**src/rtl/vbi_slicer_regs.svh**
```systemverilog
// Purpose: register indices, reset values, field positions for the slicer config block
// Assumes: byte address of a register is four times its index
// Notes: definitions only
//
// Summary of operation
// [RULE1] kana packing on at 0: first six bits form the first byte packet
// [RULE2] biphase decode of VPS lines at 0, raw sliced bits at 1
// [RULE3] run-in margin scale: 00 half, 01 unity, 10 double, 11 quadruple; resets 01
// [RULE4] edge realign enable, reset 1: resync on every data edge
// [RULE5] adaptive threshold at 0 averages run-in; at 1 fixed per mode
// [RULE6] 12-bit lower limit from low byte and high nibble, reset zero, mode-gated
// [RULE7] 12-bit upper limit from low nibble 1111 and high byte FF, mode-gated
// [RULE8] custom types one to three get data ids 1001, 1010, 1011
// [RULE9] clear bits 0..3 clear caption, guide 1x, guide 2x, widescreen FIFOs
// [RULE10] hamming enabled only when type field matches line type; zero disables
// [RULE11] hamming compares only the four low framing code bits
// [RULE12] status bit 7 shows parity fault of the byte
// [RULE13] status bit 6 shows full, bit 5 shows data available
// [RULE14] caption status bit 4: 0 odd-field caption, 1 even-field extended data
// [RULE15] status bits 1:0 count byte position in field, wrapping after four
// [RULE16] reading a data byte advances that FIFO's read pointer
// [RULE17] widescreen status parity bit always reads 0
// [RULE18] with filtering on keep only addresses within limits inclusive
// [RULE19] while a clear bit is held the FIFO stays empty, flags cleared
`ifndef VBI_SLICER_REGS_SVH
`define VBI_SLICER_REGS_SVH

`define IDX_MISC_CFG 12'h43C
`define IDX_TTX_LOW 12'h43D
`define IDX_TTX_MID 12'h43E
`define IDX_TTX_HIGH 12'h43F
`define IDX_ID_1_2 12'h440
`define IDX_ID_3 12'h441
`define IDX_FIFO_CLEAR 12'h442
`define IDX_HAMMING 12'h443
`define IDX_STAT_BASE 12'h444
`define IDX_IRQ_STATUS 12'h460
`define IDX_IRQ_CLEAR 12'h461
`define IDX_IRQ_ENABLE 12'h462

`define RST_MISC_CFG 8'h06
`define RST_TTX_LOW 8'h00
`define RST_TTX_MID 8'hF0
`define RST_TTX_HIGH 8'hFF
`define RST_ID_1_2 8'hA9
`define RST_ID_3 8'h0B
`define RST_FIFO_CLEAR 8'h00
`define RST_HAMMING 8'h00
`define MASK_MISC_CFG 8'h3F
`define MASK_LOW_NIBBLE 8'h0F

`define MISC_KANA_BIT 5
`define MISC_BIPHASE_BIT 4
`define MISC_MARGIN_LSB 2
`define MISC_REALIGN_BIT 1
`define MISC_ADAPT_BIT 0
`define STAT_PARITY_BIT 7
`define STAT_FULL_BIT 6
`define STAT_AVAIL_BIT 5
`define STAT_FIELD_BIT 4

`define RESP_OKAY 2'h0
`define RESP_SLVERR 2'h2

`endif

```
**src/rtl/vbi_slicer_pkg.sv**
```systemverilog
// Purpose: shared types of the slicer config block
// Assumes: nothing
// Notes: constants live in vbi_slicer_regs.svh
package vbi_slicer_pkg;
    // slicer-side settings driven out of the register bank
    typedef struct packed {
        logic kana_pack_disable;
        logic biphase_decode_disable;
        logic [1:0] runin_margin_scale;
        logic edge_realign_enable;
        logic adaptive_threshold_disable;
        logic [11:0] lower_limit;
        logic [11:0] upper_limit;
    } slicer_cfg_t;

    // one sliced payload byte from the slicer
    typedef struct packed {
        logic valid;
        logic field_start;
        logic parity_fault;
        logic xds_field;
        logic [7:0] data;
    } payload_in_t;

    // what a FIFO entry keeps beside the byte
    typedef struct packed {
        logic parity_fault;
        logic xds_field;
        logic [1:0] byte_num;
        logic [7:0] data;
    } payload_entry_t;
endpackage : vbi_slicer_pkg

```
**src/rtl/payload_fifo.sv**
```systemverilog
// Purpose: small payload FIFO with a level clear
// Assumes: pops on an empty FIFO and pushes on a full one are dropped
// Notes: clear wins over push and pop
`timescale 1ns/1ns
module payload_fifo #(
    parameter int WIDTH = 12,
    parameter int DEPTH = 16
) (
    input wire logic ref_clk,
    input wire logic srst,
    input wire logic clear,
    input wire logic push,
    input wire logic [WIDTH-1:0] push_data,
    input wire logic pop,
    output logic [WIDTH-1:0] head,
    output logic full,
    output logic not_empty,
    output logic overflow
);
    localparam int AW = $clog2(DEPTH);
    logic [WIDTH-1:0] mem [DEPTH];
    logic [AW-1:0] wr_ptr_ff, nxt_wr_ptr, rd_ptr_ff, nxt_rd_ptr;
    logic [AW:0] count_ff, nxt_count;
    logic do_push, do_pop;

    assign full = (count_ff == (AW+1)'(DEPTH)); // RULE13
    assign not_empty = (count_ff != '0); // RULE13
    assign head = mem[rd_ptr_ff];
    assign overflow = push && full && !clear;

    // pointer and count update; a held clear keeps it empty
    always_comb begin
        do_push = push && !full && !clear;
        do_pop = pop && not_empty && !clear;
        nxt_wr_ptr = do_push ? wr_ptr_ff + AW'(1) : wr_ptr_ff;
        nxt_rd_ptr = do_pop ? rd_ptr_ff + AW'(1) : rd_ptr_ff; // RULE16
        nxt_count = count_ff + (AW+1)'(do_push) - (AW+1)'(do_pop);
        if (clear) begin // RULE19
            nxt_wr_ptr = '0;
            nxt_rd_ptr = '0;
            nxt_count = '0;
        end
    end

    always_ff @(posedge ref_clk) begin
        if (srst) begin
            wr_ptr_ff <= '0;
            rd_ptr_ff <= '0;
            count_ff <= '0;
        end else begin
            wr_ptr_ff <= nxt_wr_ptr;
            rd_ptr_ff <= nxt_rd_ptr;
            count_ff <= nxt_count;
        end
    end

    // storage has no reset, contents are only seen through count
    always_ff @(posedge ref_clk) begin
        if (do_push) begin
            mem[wr_ptr_ff] <= push_data;
        end
    end
endmodule : payload_fifo

```
**src/rtl/vbi_slicer_cfg.sv**
```systemverilog
// Purpose: slicer configuration bank, teletext filter, hamming select, payload FIFOs
// Assumes: all slicer-side inputs synchronous to ref_clk
// Notes: registers reached over AXI4-Lite, one 8-bit register per word
`timescale 1ns/1ns
`include "vbi_slicer_regs.svh"
module vbi_slicer_cfg #(
    parameter int FIFO_DEPTH = 16,
    parameter int DEFAULT_MARGIN = 8
) (
    input wire logic ref_clk,
    input wire logic srst,
    input wire logic s_axi_awvalid,
    output logic s_axi_awready,
    input wire logic [15:0] s_axi_awaddr,
    input wire logic s_axi_wvalid,
    output logic s_axi_wready,
    input wire logic [31:0] s_axi_wdata,
    input wire logic [3:0] s_axi_wstrb,
    output logic s_axi_bvalid,
    input wire logic s_axi_bready,
    output logic [1:0] s_axi_bresp,
    input wire logic s_axi_arvalid,
    output logic s_axi_arready,
    input wire logic [15:0] s_axi_araddr,
    output logic s_axi_rvalid,
    input wire logic s_axi_rready,
    output logic [31:0] s_axi_rdata,
    output logic [1:0] s_axi_rresp,
    input wire vbi_slicer_pkg::payload_in_t [3:0] payload_in,
    input wire logic ttx_valid,
    input wire logic [11:0] ttx_addr,
    input wire logic teletext_filter_mode_flag,
    input wire logic [3:0] line_data_type,
    input wire logic [7:0] frame_code,
    input wire logic [1:0] custom_type_sel,
    output vbi_slicer_pkg::slicer_cfg_t slicer_cfg,
    output logic [7:0] runin_margin,
    output logic ttx_judged,
    output logic ttx_keep,
    output logic hamming_enable,
    output logic [3:0] hamming_pattern,
    output logic [3:0] data_id,
    output logic irq
);
    localparam int EW = $bits(vbi_slicer_pkg::payload_entry_t);

    // bus state
    logic aw_hold_ff, nxt_aw_hold, w_hold_ff, nxt_w_hold, bvalid_ff, nxt_bvalid;
    logic awready_ff, nxt_awready, wready_ff, nxt_wready, arready_ff, nxt_arready;
    logic rvalid_ff, nxt_rvalid;
    logic [11:0] widx_ff, nxt_widx;
    logic [7:0] wbyte_ff, nxt_wbyte;
    logic wlane_ff, nxt_wlane;
    logic [1:0] bresp_ff, nxt_bresp, rresp_ff, nxt_rresp;
    logic [31:0] rdata_ff, nxt_rdata;
    logic wr_fire, ar_fire, wr_hit;
    logic [11:0] ridx;

    // register bank
    logic [7:0] misc_ff, nxt_misc, lo_ff, nxt_lo, mid_ff, nxt_mid, hi_ff, nxt_hi;
    logic [7:0] id12_ff, nxt_id12, id3_ff, nxt_id3, clr_ff, nxt_clr, ham_ff, nxt_ham;
    logic [7:0] irq_st_ff, nxt_irq_st, irq_en_ff, nxt_irq_en, irq_clr, irq_ev;
    logic irq_ff, nxt_irq;

    // slicer-side outputs
    logic [7:0] margin_ff, nxt_margin;
    logic judged_ff, nxt_judged, keep_ff, nxt_keep, ham_en_ff, nxt_ham_en;
    logic [3:0] ham_pat_ff, nxt_ham_pat, data_id_ff, nxt_data_id;

    // payload path
    logic [1:0] num_ff [4];
    logic [1:0] nxt_num [4];
    logic [3:0] pop, full, avail, ovf;
    logic [EW-1:0] head [4];
    logic [7:0] stat_byte [4];

    assign wr_fire = aw_hold_ff && w_hold_ff && !bvalid_ff;
    assign ar_fire = s_axi_arvalid && arready_ff;
    assign ridx = s_axi_araddr[13:2];

    // write channel: address and data taken in either order
    always_comb begin
        nxt_aw_hold = aw_hold_ff;
        nxt_w_hold = w_hold_ff;
        nxt_bvalid = bvalid_ff;
        nxt_widx = widx_ff;
        nxt_wbyte = wbyte_ff;
        nxt_wlane = wlane_ff;
        nxt_bresp = bresp_ff;
        if (s_axi_awvalid && awready_ff) begin
            nxt_aw_hold = 1'b1;
            nxt_widx = s_axi_awaddr[13:2];
        end
        if (s_axi_wvalid && wready_ff) begin
            nxt_w_hold = 1'b1;
            nxt_wbyte = s_axi_wdata[7:0];
            nxt_wlane = s_axi_wstrb[0];
        end
        if (wr_fire) begin
            nxt_aw_hold = 1'b0;
            nxt_w_hold = 1'b0;
            nxt_bvalid = 1'b1;
            nxt_bresp = wr_hit ? `RESP_OKAY : `RESP_SLVERR;
        end else if (bvalid_ff && s_axi_bready) begin
            nxt_bvalid = 1'b0;
        end
        nxt_awready = !nxt_aw_hold && !nxt_bvalid;
        nxt_wready = !nxt_w_hold && !nxt_bvalid;
    end

    // writable register decode; reserved bits forced to zero
    always_comb begin
        nxt_misc = misc_ff;
        nxt_lo = lo_ff;
        nxt_mid = mid_ff;
        nxt_hi = hi_ff;
        nxt_id12 = id12_ff;
        nxt_id3 = id3_ff;
        nxt_clr = clr_ff;
        nxt_ham = ham_ff;
        nxt_irq_en = irq_en_ff;
        irq_clr = 8'h00;
        wr_hit = 1'b1;
        case (widx_ff)
            `IDX_MISC_CFG: nxt_misc = wbyte_ff & `MASK_MISC_CFG;
            `IDX_TTX_LOW: nxt_lo = wbyte_ff; // RULE6
            `IDX_TTX_MID: nxt_mid = wbyte_ff; // RULE7
            `IDX_TTX_HIGH: nxt_hi = wbyte_ff;
            `IDX_ID_1_2: nxt_id12 = wbyte_ff;
            `IDX_ID_3: nxt_id3 = wbyte_ff & `MASK_LOW_NIBBLE;
            `IDX_FIFO_CLEAR: nxt_clr = wbyte_ff & `MASK_LOW_NIBBLE; // RULE9
            `IDX_HAMMING: nxt_ham = wbyte_ff & `MASK_LOW_NIBBLE;
            `IDX_IRQ_CLEAR: irq_clr = wbyte_ff;
            `IDX_IRQ_ENABLE: nxt_irq_en = wbyte_ff;
            `IDX_IRQ_STATUS: wr_hit = 1'b1;
            default: wr_hit = (widx_ff >= `IDX_STAT_BASE) && (widx_ff < `IDX_STAT_BASE + 12'h008);
        endcase
        // lane 0 holds the register; a write without it changes nothing
        if (!wr_fire || !wlane_ff) begin
            nxt_misc = misc_ff;
            nxt_lo = lo_ff;
            nxt_mid = mid_ff;
            nxt_hi = hi_ff;
            nxt_id12 = id12_ff;
            nxt_id3 = id3_ff;
            nxt_clr = clr_ff;
            nxt_ham = ham_ff;
            nxt_irq_en = irq_en_ff;
            irq_clr = 8'h00;
        end
    end

    // sticky events: byte stored [3:0], byte lost on full [7:4]; set beats clear
    always_comb begin
        for (int i = 0; i < 4; i++) begin
            irq_ev[i] = payload_in[i].valid && !full[i] && !clr_ff[i];
            irq_ev[i+4] = ovf[i];
        end
        nxt_irq_st = (irq_st_ff & ~irq_clr) | irq_ev;
        nxt_irq = |(nxt_irq_st & nxt_irq_en);
    end

    // status byte per FIFO from the entry at the head
    always_comb begin
        for (int i = 0; i < 4; i++) begin
            stat_byte[i] = 8'h00;
            stat_byte[i][`STAT_FULL_BIT] = full[i]; // RULE13
            stat_byte[i][`STAT_AVAIL_BIT] = avail[i]; // RULE13
            if (avail[i]) begin
                stat_byte[i][`STAT_PARITY_BIT] = head[i][EW-1]; // RULE12
                stat_byte[i][`STAT_FIELD_BIT] = head[i][EW-2]; // RULE14
                stat_byte[i][1:0] = head[i][9:8]; // RULE15
            end
        end
        stat_byte[3][`STAT_PARITY_BIT] = 1'b0; // RULE17
    end

    // read channel: answer one cycle after the address is taken
    always_comb begin
        nxt_rvalid = rvalid_ff;
        nxt_rdata = rdata_ff;
        nxt_rresp = rresp_ff;
        pop = 4'h0;
        if (ar_fire) begin
            nxt_rvalid = 1'b1;
            nxt_rresp = `RESP_OKAY;
            nxt_rdata = 32'h0000_0000;
            case (ridx)
                `IDX_MISC_CFG: nxt_rdata[7:0] = misc_ff;
                `IDX_TTX_LOW: nxt_rdata[7:0] = lo_ff;
                `IDX_TTX_MID: nxt_rdata[7:0] = mid_ff;
                `IDX_TTX_HIGH: nxt_rdata[7:0] = hi_ff;
                `IDX_ID_1_2: nxt_rdata[7:0] = id12_ff;
                `IDX_ID_3: nxt_rdata[7:0] = id3_ff;
                `IDX_FIFO_CLEAR: nxt_rdata[7:0] = clr_ff;
                `IDX_HAMMING: nxt_rdata[7:0] = ham_ff;
                `IDX_IRQ_STATUS: nxt_rdata[7:0] = irq_st_ff;
                `IDX_IRQ_CLEAR: nxt_rdata[7:0] = 8'h00;
                `IDX_IRQ_ENABLE: nxt_rdata[7:0] = irq_en_ff;
                default: nxt_rresp = `RESP_SLVERR;
            endcase
            for (int i = 0; i < 4; i++) begin
                if (ridx == `IDX_STAT_BASE + 12'(2 * i)) begin
                    nxt_rdata[7:0] = stat_byte[i];
                    nxt_rresp = `RESP_OKAY;
                end
                if (ridx == `IDX_STAT_BASE + 12'(2 * i + 1)) begin
                    nxt_rdata[7:0] = avail[i] ? head[i][7:0] : 8'h00;
                    nxt_rresp = `RESP_OKAY;
                    pop[i] = 1'b1; // RULE16
                end
            end
        end else if (rvalid_ff && s_axi_rready) begin
            nxt_rvalid = 1'b0;
        end
        nxt_arready = !nxt_rvalid;
    end

    // slicer-side decisions, registered toward the slicer
    always_comb begin
        case (misc_ff[`MISC_MARGIN_LSB +: 2]) // RULE3
            2'h0: nxt_margin = 8'(DEFAULT_MARGIN / 2);
            2'h1: nxt_margin = 8'(DEFAULT_MARGIN);
            2'h2: nxt_margin = 8'(DEFAULT_MARGIN * 2);
            default: nxt_margin = 8'(DEFAULT_MARGIN * 4);
        endcase
        nxt_judged = ttx_valid;
        // limits only gate packets when the line asks for filtering
        nxt_keep = ttx_valid && (!teletext_filter_mode_flag ||
            (ttx_addr >= slicer_cfg.lower_limit && ttx_addr <= slicer_cfg.upper_limit)); // RULE18
        nxt_ham_en = (ham_ff[3:0] != 4'h0) && (ham_ff[3:0] == line_data_type); // RULE10
        nxt_ham_pat = frame_code[3:0]; // RULE11
        case (custom_type_sel) // RULE8
            2'h1: nxt_data_id = id12_ff[3:0];
            2'h2: nxt_data_id = id12_ff[7:4];
            2'h3: nxt_data_id = id3_ff[3:0];
            default: nxt_data_id = 4'h0;
        endcase
    end

    // byte position within the field, restarted at each field
    always_comb begin
        for (int i = 0; i < 4; i++) begin
            nxt_num[i] = num_ff[i];
            if (payload_in[i].field_start) begin
                nxt_num[i] = 2'h0;
            end
            if (payload_in[i].valid) begin
                nxt_num[i] = (payload_in[i].field_start ? 2'h0 : num_ff[i]) + 2'h1; // RULE15
            end
        end
    end

    always_ff @(posedge ref_clk) begin
        if (srst) begin
            aw_hold_ff <= 1'b0;
            w_hold_ff <= 1'b0;
            bvalid_ff <= 1'b0;
            awready_ff <= 1'b0;
            wready_ff <= 1'b0;
            arready_ff <= 1'b0;
            rvalid_ff <= 1'b0;
            widx_ff <= 12'h000;
            wbyte_ff <= 8'h00;
            wlane_ff <= 1'b0;
            bresp_ff <= `RESP_OKAY;
            rresp_ff <= `RESP_OKAY;
            rdata_ff <= 32'h0000_0000;
            misc_ff <= `RST_MISC_CFG; // RULE3
            lo_ff <= `RST_TTX_LOW;
            mid_ff <= `RST_TTX_MID;
            hi_ff <= `RST_TTX_HIGH;
            id12_ff <= `RST_ID_1_2;
            id3_ff <= `RST_ID_3;
            clr_ff <= `RST_FIFO_CLEAR;
            ham_ff <= `RST_HAMMING;
            irq_st_ff <= 8'h00;
            irq_en_ff <= 8'h00;
            irq_ff <= 1'b0;
            margin_ff <= 8'h00;
            judged_ff <= 1'b0;
            keep_ff <= 1'b0;
            ham_en_ff <= 1'b0;
            ham_pat_ff <= 4'h0;
            data_id_ff <= 4'h0;
            for (int i = 0; i < 4; i++) begin
                num_ff[i] <= 2'h0;
            end
        end else begin
            aw_hold_ff <= nxt_aw_hold;
            w_hold_ff <= nxt_w_hold;
            bvalid_ff <= nxt_bvalid;
            awready_ff <= nxt_awready;
            wready_ff <= nxt_wready;
            arready_ff <= nxt_arready;
            rvalid_ff <= nxt_rvalid;
            widx_ff <= nxt_widx;
            wbyte_ff <= nxt_wbyte;
            wlane_ff <= nxt_wlane;
            bresp_ff <= nxt_bresp;
            rresp_ff <= nxt_rresp;
            rdata_ff <= nxt_rdata;
            misc_ff <= nxt_misc;
            lo_ff <= nxt_lo;
            mid_ff <= nxt_mid;
            hi_ff <= nxt_hi;
            id12_ff <= nxt_id12;
            id3_ff <= nxt_id3;
            clr_ff <= nxt_clr;
            ham_ff <= nxt_ham;
            irq_st_ff <= nxt_irq_st;
            irq_en_ff <= nxt_irq_en;
            irq_ff <= nxt_irq;
            margin_ff <= nxt_margin;
            judged_ff <= nxt_judged;
            keep_ff <= nxt_keep;
            ham_en_ff <= nxt_ham_en;
            ham_pat_ff <= nxt_ham_pat;
            data_id_ff <= nxt_data_id;
            for (int i = 0; i < 4; i++) begin
                num_ff[i] <= nxt_num[i];
            end
        end
    end

    // one FIFO per service: caption, guide 1x, guide 2x, widescreen
    for (genvar g = 0; g < 4; g++) begin : g_fifo
        vbi_slicer_pkg::payload_entry_t entry;
        assign entry.parity_fault = payload_in[g].parity_fault; // RULE12
        assign entry.xds_field = payload_in[g].xds_field; // RULE14
        assign entry.byte_num = payload_in[g].field_start ? 2'h0 : num_ff[g];
        assign entry.data = payload_in[g].data;
        payload_fifo #(.WIDTH(EW), .DEPTH(FIFO_DEPTH)) u_fifo (
            .ref_clk(ref_clk),
            .srst(srst),
            .clear(clr_ff[g]), // RULE9
            .push(payload_in[g].valid),
            .push_data(entry),
            .pop(pop[g]),
            .head(head[g]),
            .full(full[g]),
            .not_empty(avail[g]),
            .overflow(ovf[g])
        );
    end

    // outputs straight from registers
    assign s_axi_awready = awready_ff;
    assign s_axi_wready = wready_ff;
    assign s_axi_bvalid = bvalid_ff;
    assign s_axi_bresp = bresp_ff;
    assign s_axi_arready = arready_ff;
    assign s_axi_rvalid = rvalid_ff;
    assign s_axi_rdata = rdata_ff;
    assign s_axi_rresp = rresp_ff;
    assign slicer_cfg.kana_pack_disable = misc_ff[`MISC_KANA_BIT]; // RULE1
    assign slicer_cfg.biphase_decode_disable = misc_ff[`MISC_BIPHASE_BIT]; // RULE2
    assign slicer_cfg.runin_margin_scale = misc_ff[`MISC_MARGIN_LSB +: 2];
    assign slicer_cfg.edge_realign_enable = misc_ff[`MISC_REALIGN_BIT]; // RULE4
    assign slicer_cfg.adaptive_threshold_disable = misc_ff[`MISC_ADAPT_BIT]; // RULE5
    assign slicer_cfg.lower_limit = {mid_ff[3:0], lo_ff}; // RULE6
    assign slicer_cfg.upper_limit = {hi_ff, mid_ff[7:4]}; // RULE7
    assign runin_margin = margin_ff;
    assign ttx_judged = judged_ff;
    assign ttx_keep = keep_ff;
    assign hamming_enable = ham_en_ff;
    assign hamming_pattern = ham_pat_ff;
    assign data_id = data_id_ff;
    assign irq = irq_ff;
endmodule : vbi_slicer_cfg

```
**config.mk**
```make
export PLATFORM = sky130hd
export DESIGN_NAME = vbi_slicer_cfg
export DESIGN_NICKNAME = d
export VERILOG_FILES = /design/src/rtl/vbi_slicer_pkg.sv /design/src/rtl/payload_fifo.sv /design/src/rtl/vbi_slicer_cfg.sv
export VERILOG_INCLUDE_DIRS = /design/src /design/src/rtl
export SDC_FILE = /design/constraint.sdc
export NUM_CORES = 1
export LEC_CHECK = 0
export BUFFER_PORTS_ARGS = -buffer_cell sky130_fd_sc_hd__buf_4
export CAP_MARGIN = 40
export CORE_MARGIN = 2
export CORE_UTILIZATION = 30
export DETAILED_ROUTE_END_ITERATION = 8
export PLACE_DENSITY = 0.47
export SYNTH_ARGS = -nofsm -noshare
export SYNTH_HDL_FRONTEND = slang
export SYNTH_SLANG_ARGS = --single-unit
```
**constraint.sdc**
```tcl
create_clock -name ref_clk -period 5.6 [get_ports ref_clk]
set_input_delay 0.28 -clock ref_clk [delete_from_list [all_inputs] [get_ports ref_clk]]
set_output_delay 0.28 -clock ref_clk [all_outputs]
set_load 0.005 [all_outputs]
```
; ---- Yosys cells after proc, flatten, opt, wreduce, memory -nomap -nowiden
; Memories as Yosys holds them, arrays and structs flattened. A register that Yosys moved wholly into a read port is not among the register bits.
; Index checks and enable logic that the tools add are counted.
[totals]
ff_bits = 178
mem_bits_rw = 776
out_inout_bits = 91
wordCells = 281
n_memories = 5
[op_classes]
n_addsub = 20
magnitude_cmp = 4
n_eq_ne = 40
mux = 85
n_bitwise = 9
reduce_logical = 76
[memory_table]
columns = name, depth, word_bits, rd, rd_clocked_by_memory_dff, write_ports, line_no
row1 = g_fifo[0].u_fifo.mem, 16, 12, 1, 1, 1, payload_fifo.sv:21  ; logic [WIDTH-1:0] mem [DEPTH];
row2 = g_fifo[1].u_fifo.mem, 16, 12, 1, 1, 1, payload_fifo.sv:21
row3 = g_fifo[2].u_fifo.mem, 16, 12, 1, 1, 1, payload_fifo.sv:21
row4 = g_fifo[3].u_fifo.mem, 16, 12, 1, 1, 1, payload_fifo.sv:21
row5 = num_ff, 4, 2, 4, 0, 4, vbi_slicer_cfg.sv:71  ; logic [1:0] num_ff [4];
[op_table]
columns = cell, count
row1 = $eq A12 B11 Y1 const B, 30
row2 = $mux W8, 16
row3 = $pmux W8 S10, 1
row4 = $mux W2, 26
row5 = $logic_and A1 B1 Y1, 37
row6 = $mux W4, 9
row7 = $add A4 B1 Y4 const B, 8
row8 = $mux W1, 31
row9 = $reduce_or A11 Y1, 2
row10 = $add A5 B1 Y5, 4
row11 = $eq A5 B5 Y1 const B, 4
row12 = $reduce_bool A5 Y1, 4
row13 = $sub A5 B1 Y5, 4
row14 = $pmux W6 S3, 1
row15 = $and A8 B8 Y8, 2
row16 = $logic_not A1 Y1, 16
row17 = $reduce_and A2 Y1, 8
row18 = $ge A12 B11 Y1 const B, 1
row19 = $ge A12 B12 Y1, 1
row20 = $le A12 B12 Y1, 1
row21 = $lt A12 B11 Y1 const B, 1
row22 = $pmux W4 S3, 1
row23 = $add A2 B1 Y2 const B, 4
row24 = $not A8 Y8, 1
row25 = other kinds (11), 21

; ---- Depth between registers and ports, before layout
; Gate-level depths: netlist (run 1).
[logic_depth]
ltp_word = 11
mapped_depth = 16
ltp_nobuf = 15

; ---- Hierarchy
; Synthesis (run 1) repeated with hierarchy kept, for this count alone.
[unflattened]
hier_cells = 2459
hier_area_um2 = 39800.7
[modules_own_cells]
columns = mod, instances, cells_each, area_per_inst_um2, seq_area_each_um2
row1 = payload_fifo at g_fifo[1].u_fifo ..., 3, 411, 8242.9, 6105.9
row2 = payload_fifo at g_fifo[0].u_fifo, 1, 409, 8212.9, 6105.9
row3 = vbi_slicer_cfg, 1, 817, 6859.1, 2562.5

; ---- Least setup slack after synthesis (run 1)
; Ideal clock, no wire load.
[synth_path]
path_type = input to register
startpoint = input port s_axi_araddr[7]
endpoint = register g_fifo[0].u_fifo.count_ff[4]
setup_ns = 0.122
arrival_ns = 2.746
required_ns = 5.478
slack_ns = 2.733
path_stages = 14
n_path_buf = 0
path_cell_list = nor4_4 -> nand2_2 -> or4_1 -> nor3_1 -> ha_1 -> inv_1 -> ha_1 -> inv_1 -> fa_1 -> inv_1 -> a21oi_1 -> nor2_1 -> or3_1 -> a21oi_1
[synth_via]
elab_chain_cells = 6
[synth_lines]
columns = element, line_no
row1 = "start, declared", vbi_slicer_cfg.sv:24  ; input wire logic [15:0] s_axi_araddr,
row2 = $eq A12 B11 Y1, vbi_slicer_cfg.sv:207  ; if (ridx == `IDX_STAT_BASE + 12'(2 * i + 1)) begin
row3 = $mux W1, vbi_slicer_cfg.sv:207
row4 = $mux W4, vbi_slicer_cfg.sv:184  ; if (ar_fire) begin
row5 = $logic_and A1 B1 Y1 (2 in a row), payload_fifo.sv:34  ; do_pop = pop && not_empty && !clear;
row6 = net g_fifo[0].u_fifo.do_pop, payload_fifo.sv:24  ; logic do_push, do_pop;
row7 = $sub A5 B1 Y5, payload_fifo.sv:37  ; nxt_count = count_ff + (AW+1)'(do_push) - (AW+1)'(do_pop);
row8 = "end signal, assigned", payload_fifo.sv:53  ; count_ff <= nxt_count;
row9 = "end, declared", payload_fifo.sv:23  ; logic [AW:0] count_ff, nxt_count;
; The timed path passes the listed nets, and every way through them passes these cells.
; A chain may end at the register's enable or synchronous reset.

==> flow_summary.toml, run 1 <==
[setup_path]
critPathKind = "flop to flop"
endpoint = "s_axi_rdata[0]"
r2r_slack_ns = 1.96
rr_worst_depth = 8
crit_fanout = 31
crit_arrival_ns = 4.23
reg2reg_to = "s_axi_rdata[0]"
start_kind = "flop"
cp-end-kind = "flop"
crit_required_ns = 6.19

[outcome]
status = "finished, final reports clean"

[synth]
synth_warnings = 0
synth_top_family_by_area = "multiplexers"
synth-seq-area-share = 0.679
netlist_area_um2 = 39000
async_reset_ff_frac = 0
synth_edf_count = 752
yosys_most_used_dff = "edfxtp_1"
yosysMostFrequentCell = "edfxtp_1"
synthTopCellsByArea = "edfxtp_1, mux4_2, dfxtp_1"
syn_avg_cell_area_um2 = 16.2
synth_mux_area_frac = 0.141
synth_commonest_cells = "edfxtp_1, dfxtp_1, mux4_2"
yosysTopAreaCell = "edfxtp_1"
synth_compound_area_frac = 0.0422
synth_top_area_frac = 0.578
syn_inst = 2410
synth_cell_types = 87
synth-simple-area-share = 0.0722
synth-xor-area-share = 0.0108
postSynthRegisterBits = 948
synthAdderAreaFrac = 0.0238

[detailed_routing]
via_per_inst = 4.92
wire_per_inst_um = 24.5
finalWirelength_um = 113000
vias = 22600
first_pass_iters = 5
drc_errors = 0
ant_nets = 0
drtIter0Drc = 1777

[timing]
worstMarginPinSlew_ns = 0.983
maxSlewViolCount = 0
hold_viol = 0
fin_crit_ns = 3.64
relSlewSlack = 0.343
setup_viol = 0
fmax_mhz = 274
setup_tns_ns = 0
rsz0062_at_grt = "no"
holdWs_ns = 0.100
finalCritPeriodShare = 0.651
skew_ns = 0.0423

[clock_network]
htreeDepth = 3
cts_buffer_depth = 3
cts.sinks = 948
tritoncts = "done"
cts_setup_buffers = 0
cts-root-buf = "clkbuf_16"
ctsResizeCount = 0
cts.clk_slew.worst_paths_ns = 0.06
postCtsHoldBufs = 86
cts_buffers = 104
insertion_delay_ns = 0.72

[power]
leakage_nw = 15.7
power_density_nw_per_um2 = 338
vdd_drop_max_mv = 0.254

[cells_and_area]
multi_input_comb_area_um2 = 11700
num-nets-final = 2984
area_growth_syn_to_layout_pct = 21.9
seq_area_um2 = 26500
drive_gt1_frac = 0.268
fillers = 12100

[floorplan]
die_width_um = 365
dieArea_um2 = 133000
die_h_um = 365
pin_count = 242
core.rowCount = 132
initial_core_util = 0.302
core_area_um2 = 129000

[global_routing]
grt_pass1_wl_um = 164000
grt_pass1_vias = 23400
grt.total_usage = 0.170
grt_max_degree = 78
antenna_found_initial = 10
grt-ovfl-total = 0

[placed_design]
dpl.hpwl_um = 79500
gp_congestion = 0.825
port_buffers = 171

[min_path]
hold_depth = 4
hold_start = "s_axi_wvalid"
hp-class = "input port to flop"

[job]
cap_violations = 0
==> metal layers <==
metal,GRT usage,share of wire,vias up
met1,0.230,0.44,11800
met4,0.0400,0.020,6
li1,-,-,9986
met2,0.276,0.47,707
met3,0.0382,0.063,139
met5,0,0.00031,-
==> final cells by class <==
cell class              instances  area share
flip-flops and latches        948       0.557
multi-input cells            1262       0.246
repair buffers                374      0.0740
clock buffers                 132      0.0580
well taps                    1742      0.0458
clock inverters                65      0.0133
inverters                      71     0.00560
diodes                          1   0.0000526
==> worst max-delay path: stages (launching register included) <==
cell       delay [ns]
dfxtp_2          0.68
buf_4            0.56
mux4_2           0.57
mux2i_1          0.21
a211o_1          0.27
nand4_1          0.26
a2111oi_0        0.62
buf_4            0.26
o22ai_1          0.08
==> placed cells by master (no fill, tap or decap), types with 11 or more instances in the layout <==
master         count
nand4_1           15
nor2_2            45
o22ai_1           14
mux2_2            20
dlygate4sd3_1     86
mux4_2           195
clkinv_1          14
buf_8             51
dfxtp_1          186
a21oi_1           79
nor3_4            16
nor3_1            20
edfxtp_1         752
nand3_1           18
a21o_1            11
ha_1              68
a22oi_1           13
o21ai_0           15
xor2_1            28
xnor2_1           20
buf_4            221
nand2b_1          16
nor4_1            14
nand2_1          165
nor2_1           129
o211ai_1          14
clkbuf_1          23
conb_1            30
clkinv_2          24
inv_1             71
clkbuf_16        105
a211oi_1          31
mux2i_1           90
nor2b_1           44
==> sequential cells by signal, indices dropped and copies added (netlist names), 4 cells and up, named ones only <==
signal and cells:
wbyte_ff 8, g_fifo.u_fifo.rd_ptr_ff 16, hi_ff 8, id3_ff 4, irq_en_ff 8, g_fifo.u_fifo.wr_ptr_ff 16, g_fifo.u_fifo.mem 752, runin_margin 4
id12_ff 8, ham_ff 4, data_id 4, hamming_pattern 4, irq_st_ff 8, num_ff 8, misc_ff 6, lo_ff 8
mid_ff 8, clr_ff 4, s_axi_rdata 8, widx_ff 12, g_fifo.u_fifo.count_ff 20
==> report_power, final <==
part,internal [mW],switching [mW]
clock,3.89,2.90
combinational,0.562,0.793
sequential,7.83,0.104
==> how the worst min path moves through the flow <==
stage                                to  slack, ns
after floorplan            num_ff[0][1]       0.36
after global routing               flop       0.11
after global placement    s_axi_awready       0.43
after detailed placement  s_axi_awready       0.44
after CTS                   wbyte_ff[5]       0.03
final                       wbyte_ff[5]       0.10
==> logic make-up after synthesis <==
group                    Yosys count
AO/OA/AOI/OAI                    246
buffers and inverters            229
other                              1
XOR/XNOR                          48
adder cells (fa/ha/maj)           72
multiplexers                     305
AND/OR/NAND/NOR                  561
flip-flops                       948
==> stage by stage <==
| step | setup slack, ns | instance area (um2) | total power [mW] | util | instances |
|---|---|---|---|---|---|
| 5_1_grt | 1.56 | 47600 | 16.7 | 0.368 | 4595 |
| 3_5_place_dp | 1.69 | 43300 | 9.39 | 0.335 | 4310 |
| 3_3_place_gp | 1.73 | 42300 | 9.28 | 0.327 | 4236 |
| 2_1_floorplan | 2.73 | 39200 | 8.81 | - | 2439 |
| 4_1_cts | 1.92 | 47600 | 16.3 | 0.368 | 4593 |
| 6_report | 1.96 | 47600 | 16.1 | 0.368 | 4595 |
(Power assumes the default switching activity.)
==> run 2: changes to the inputs <==
clock period = 3.42 ns   (was 5.6 ns; I/O delays follow)
==> run 2 against run 1 <==
Net effect: sequential share of layout area is 0.42 points lower; critical path type unchanged; power is 68% higher; combinational power is 65% higher; sequential power is 64% higher; sequential cell count stayed put; highest routed layer unchanged; via count is 1.3% higher; critical path depth stayed put; hold slack worse by 0.0070 ns; non-clock buffer count is 92 higher; worst setup slack worse by 1.5 ns.
==> flow_summary.toml, run 2 (same netlist as run 1, synthesis figures left out) <==
[outcome]
status = "finished, final reports clean"

[setup_path]
r2r_slack_ns = 0.43
critPathMaxStageDelay_ns = 0.76
crit_arrival_ns = 3.57
start_kind = "flop"
cp-end-kind = "flop"
crit_fanout = 18
critical_path.top_delay_family = "compound AO/OA/AOI/OAI gates"
slowest_stage = "dfxtp_2"
critPathKind = "flop to flop"
path_cells = "buf_4, mux4_2, nand2_1, nand2_1, a32o_1, a2111oi_0, buf_4, o22ai_1"
path_buf_inv = 2
crit_required_ns = 4.00

[cells_and_area]
largestRegisters = "g_fifo.u_fifo.mem: 752 flops, g_fifo.u_fifo.count_ff: 20 flops"
n_antenna_cell = 0
regMostFlops = "g_fifo.u_fifo.mem"
final_area_um2 = 48000
layout.cells.most_common_list = "edfxtp_1, buf_4, mux4_2"
fillers = 12200
area_growth_syn_to_layout_pct = 22.9
num-nets-final = 3076
largest_register_ff_count = 752
drive_gt1_frac = 0.273
final_cell_count_no_fill = 4685
final_common_cell = "edfxtp_1"

[detailed_routing]
wire_per_inst_um = 24.2
drc_errors = 0
ant_nets = 0
via_per_inst = 4.89
finalWirelength_um = 114000
vias = 22900
first_pass_iters = 6
drtIter0Drc = 1779

[placed_design]
dpl.cell_count = 4388
dpl_cell_area_um2 = 43300
port_buffers = 171
dpl.hpwl_um = 79100
gp_congestion = 0.884

[clock_network]
cts_buffer_depth = 3
cts-root-buf = "clkbuf_16"
postCtsHoldBufs = 100
ctsResizeCount = 0
htreeDepth = 3
cts_buffers = 104
tritoncts = "done"
cts.sinks = 948
cts.clk_slew.worst_paths_ns = 0.06
cts_setup_buffers = 0
insertion_delay_ns = 0.73

[floorplan]
core.rowCount = 132
die_h_um = 365
die_width_um = 365
core_area_um2 = 129000
pin_count = 242
dieArea_um2 = 133000
initial_core_util = 0.302

[global_routing]
grt_pass1_wl_um = 163000
grt_max_degree = 74
antenna_found_initial = 6
grt.total_usage = 0.171
grt-ovfl-total = 0
grt_pass1_vias = 23600

[power]
vdd_drop_max_mv = 0.383
p_total_mw = 27.0
leakage_nw = 16.2
power_density_nw_per_um2 = 563

[timing]
worstMarginPinSlew_ns = 0.926
rsz0062_at_grt = "no"
fin_crit_ns = 2.99
maxSlewViolCount = 0
relSlewSlack = 0.367
finalCritPeriodShare = 0.875
setup_viol = 0
fmax_mhz = 334
hold_viol = 0
setup_tns_ns = 0
skew_ns = 0.0402

[job]
cap_violations = 0

[min_path]
hp-class = "input port to flop"
-- run 2: cell count changes in the layout (fill, tap and decap cells not counted), sizes merged, moves of 2 or more --
cell         previous run  this run
buf                   288       366
bufinv                  8        14
clkbuf                132       139
clkinv                 46        26
clkinvlp                7        11
dlygate4sd3            86       100
inv                    75        77
-- run 2: tightest hold or removal path, cell delays in order --
cell,delay [ns]
buf_4,0.11
ha_1,0.14
a21oi_1,0.04
o221ai_1,0.06
o211a_1,0.15
nor3b_1,0.07
-- run 2: cell type report --
class | instances | area [um2] | share of cell area
flip-flops and latches | 948 | 26500 | 0.553
well taps | 1742 | 2180 | 0.0454
repair buffers | 466 | 3850 | 0.0803
clock inverters | 57 | 706 | 0.0147
multi-input cells | 1262 | 11500 | 0.240
clock buffers | 139 | 2920 | 0.0609
inverters | 71 | 267 | 0.00556
-- run 2: power breakdown --
group          total (mW)  internal, mW  switching (mW)  leakage, nW
clock                11.8          7.08            4.73         1.75
combinational        2.23         0.940            1.29         6.10
sequential           13.0          12.8           0.171         8.39
total                27.0          20.8            6.19         16.2
-- run 2: layer usage --
metal	share of wire	GRT usage	routed length [um]	vias to the layer above
met4	0.031	0.0574	3500	2
li1	-	-	-	10100
met5	0.00011	0	13	-
met2	0.46	0.271	52300	757
met1	0.43	0.227	49400	11800
met3	0.074	0.0452	8340	164
-- run 2: worst paths after layout --
kind              cells past startpoint              to         start
setup / recovery                      8  s_axi_rdata[0]          flop
setup reg to reg                      8  s_axi_rdata[0]          flop
hold / removal                        6        ttx_keep  ttx_addr[11]
hold reg to reg                       1   s_axi_awready    aw_hold_ff
-- run 2: stage by stage --
step | util | setup WS, ns | hold slack, ns
2_1_floorplan | - | 0.646 | 0.250
4_1_cts | 0.371 | 0.335 | 0.0481
5_1_grt | 0.371 | 0.231 | 0.0998
6_report | 0.371 | 0.429 | 0.0933
3_3_place_gp | 0.334 | 0.283 | 0.358
3_5_place_dp | 0.335 | 0.247 | 0.365
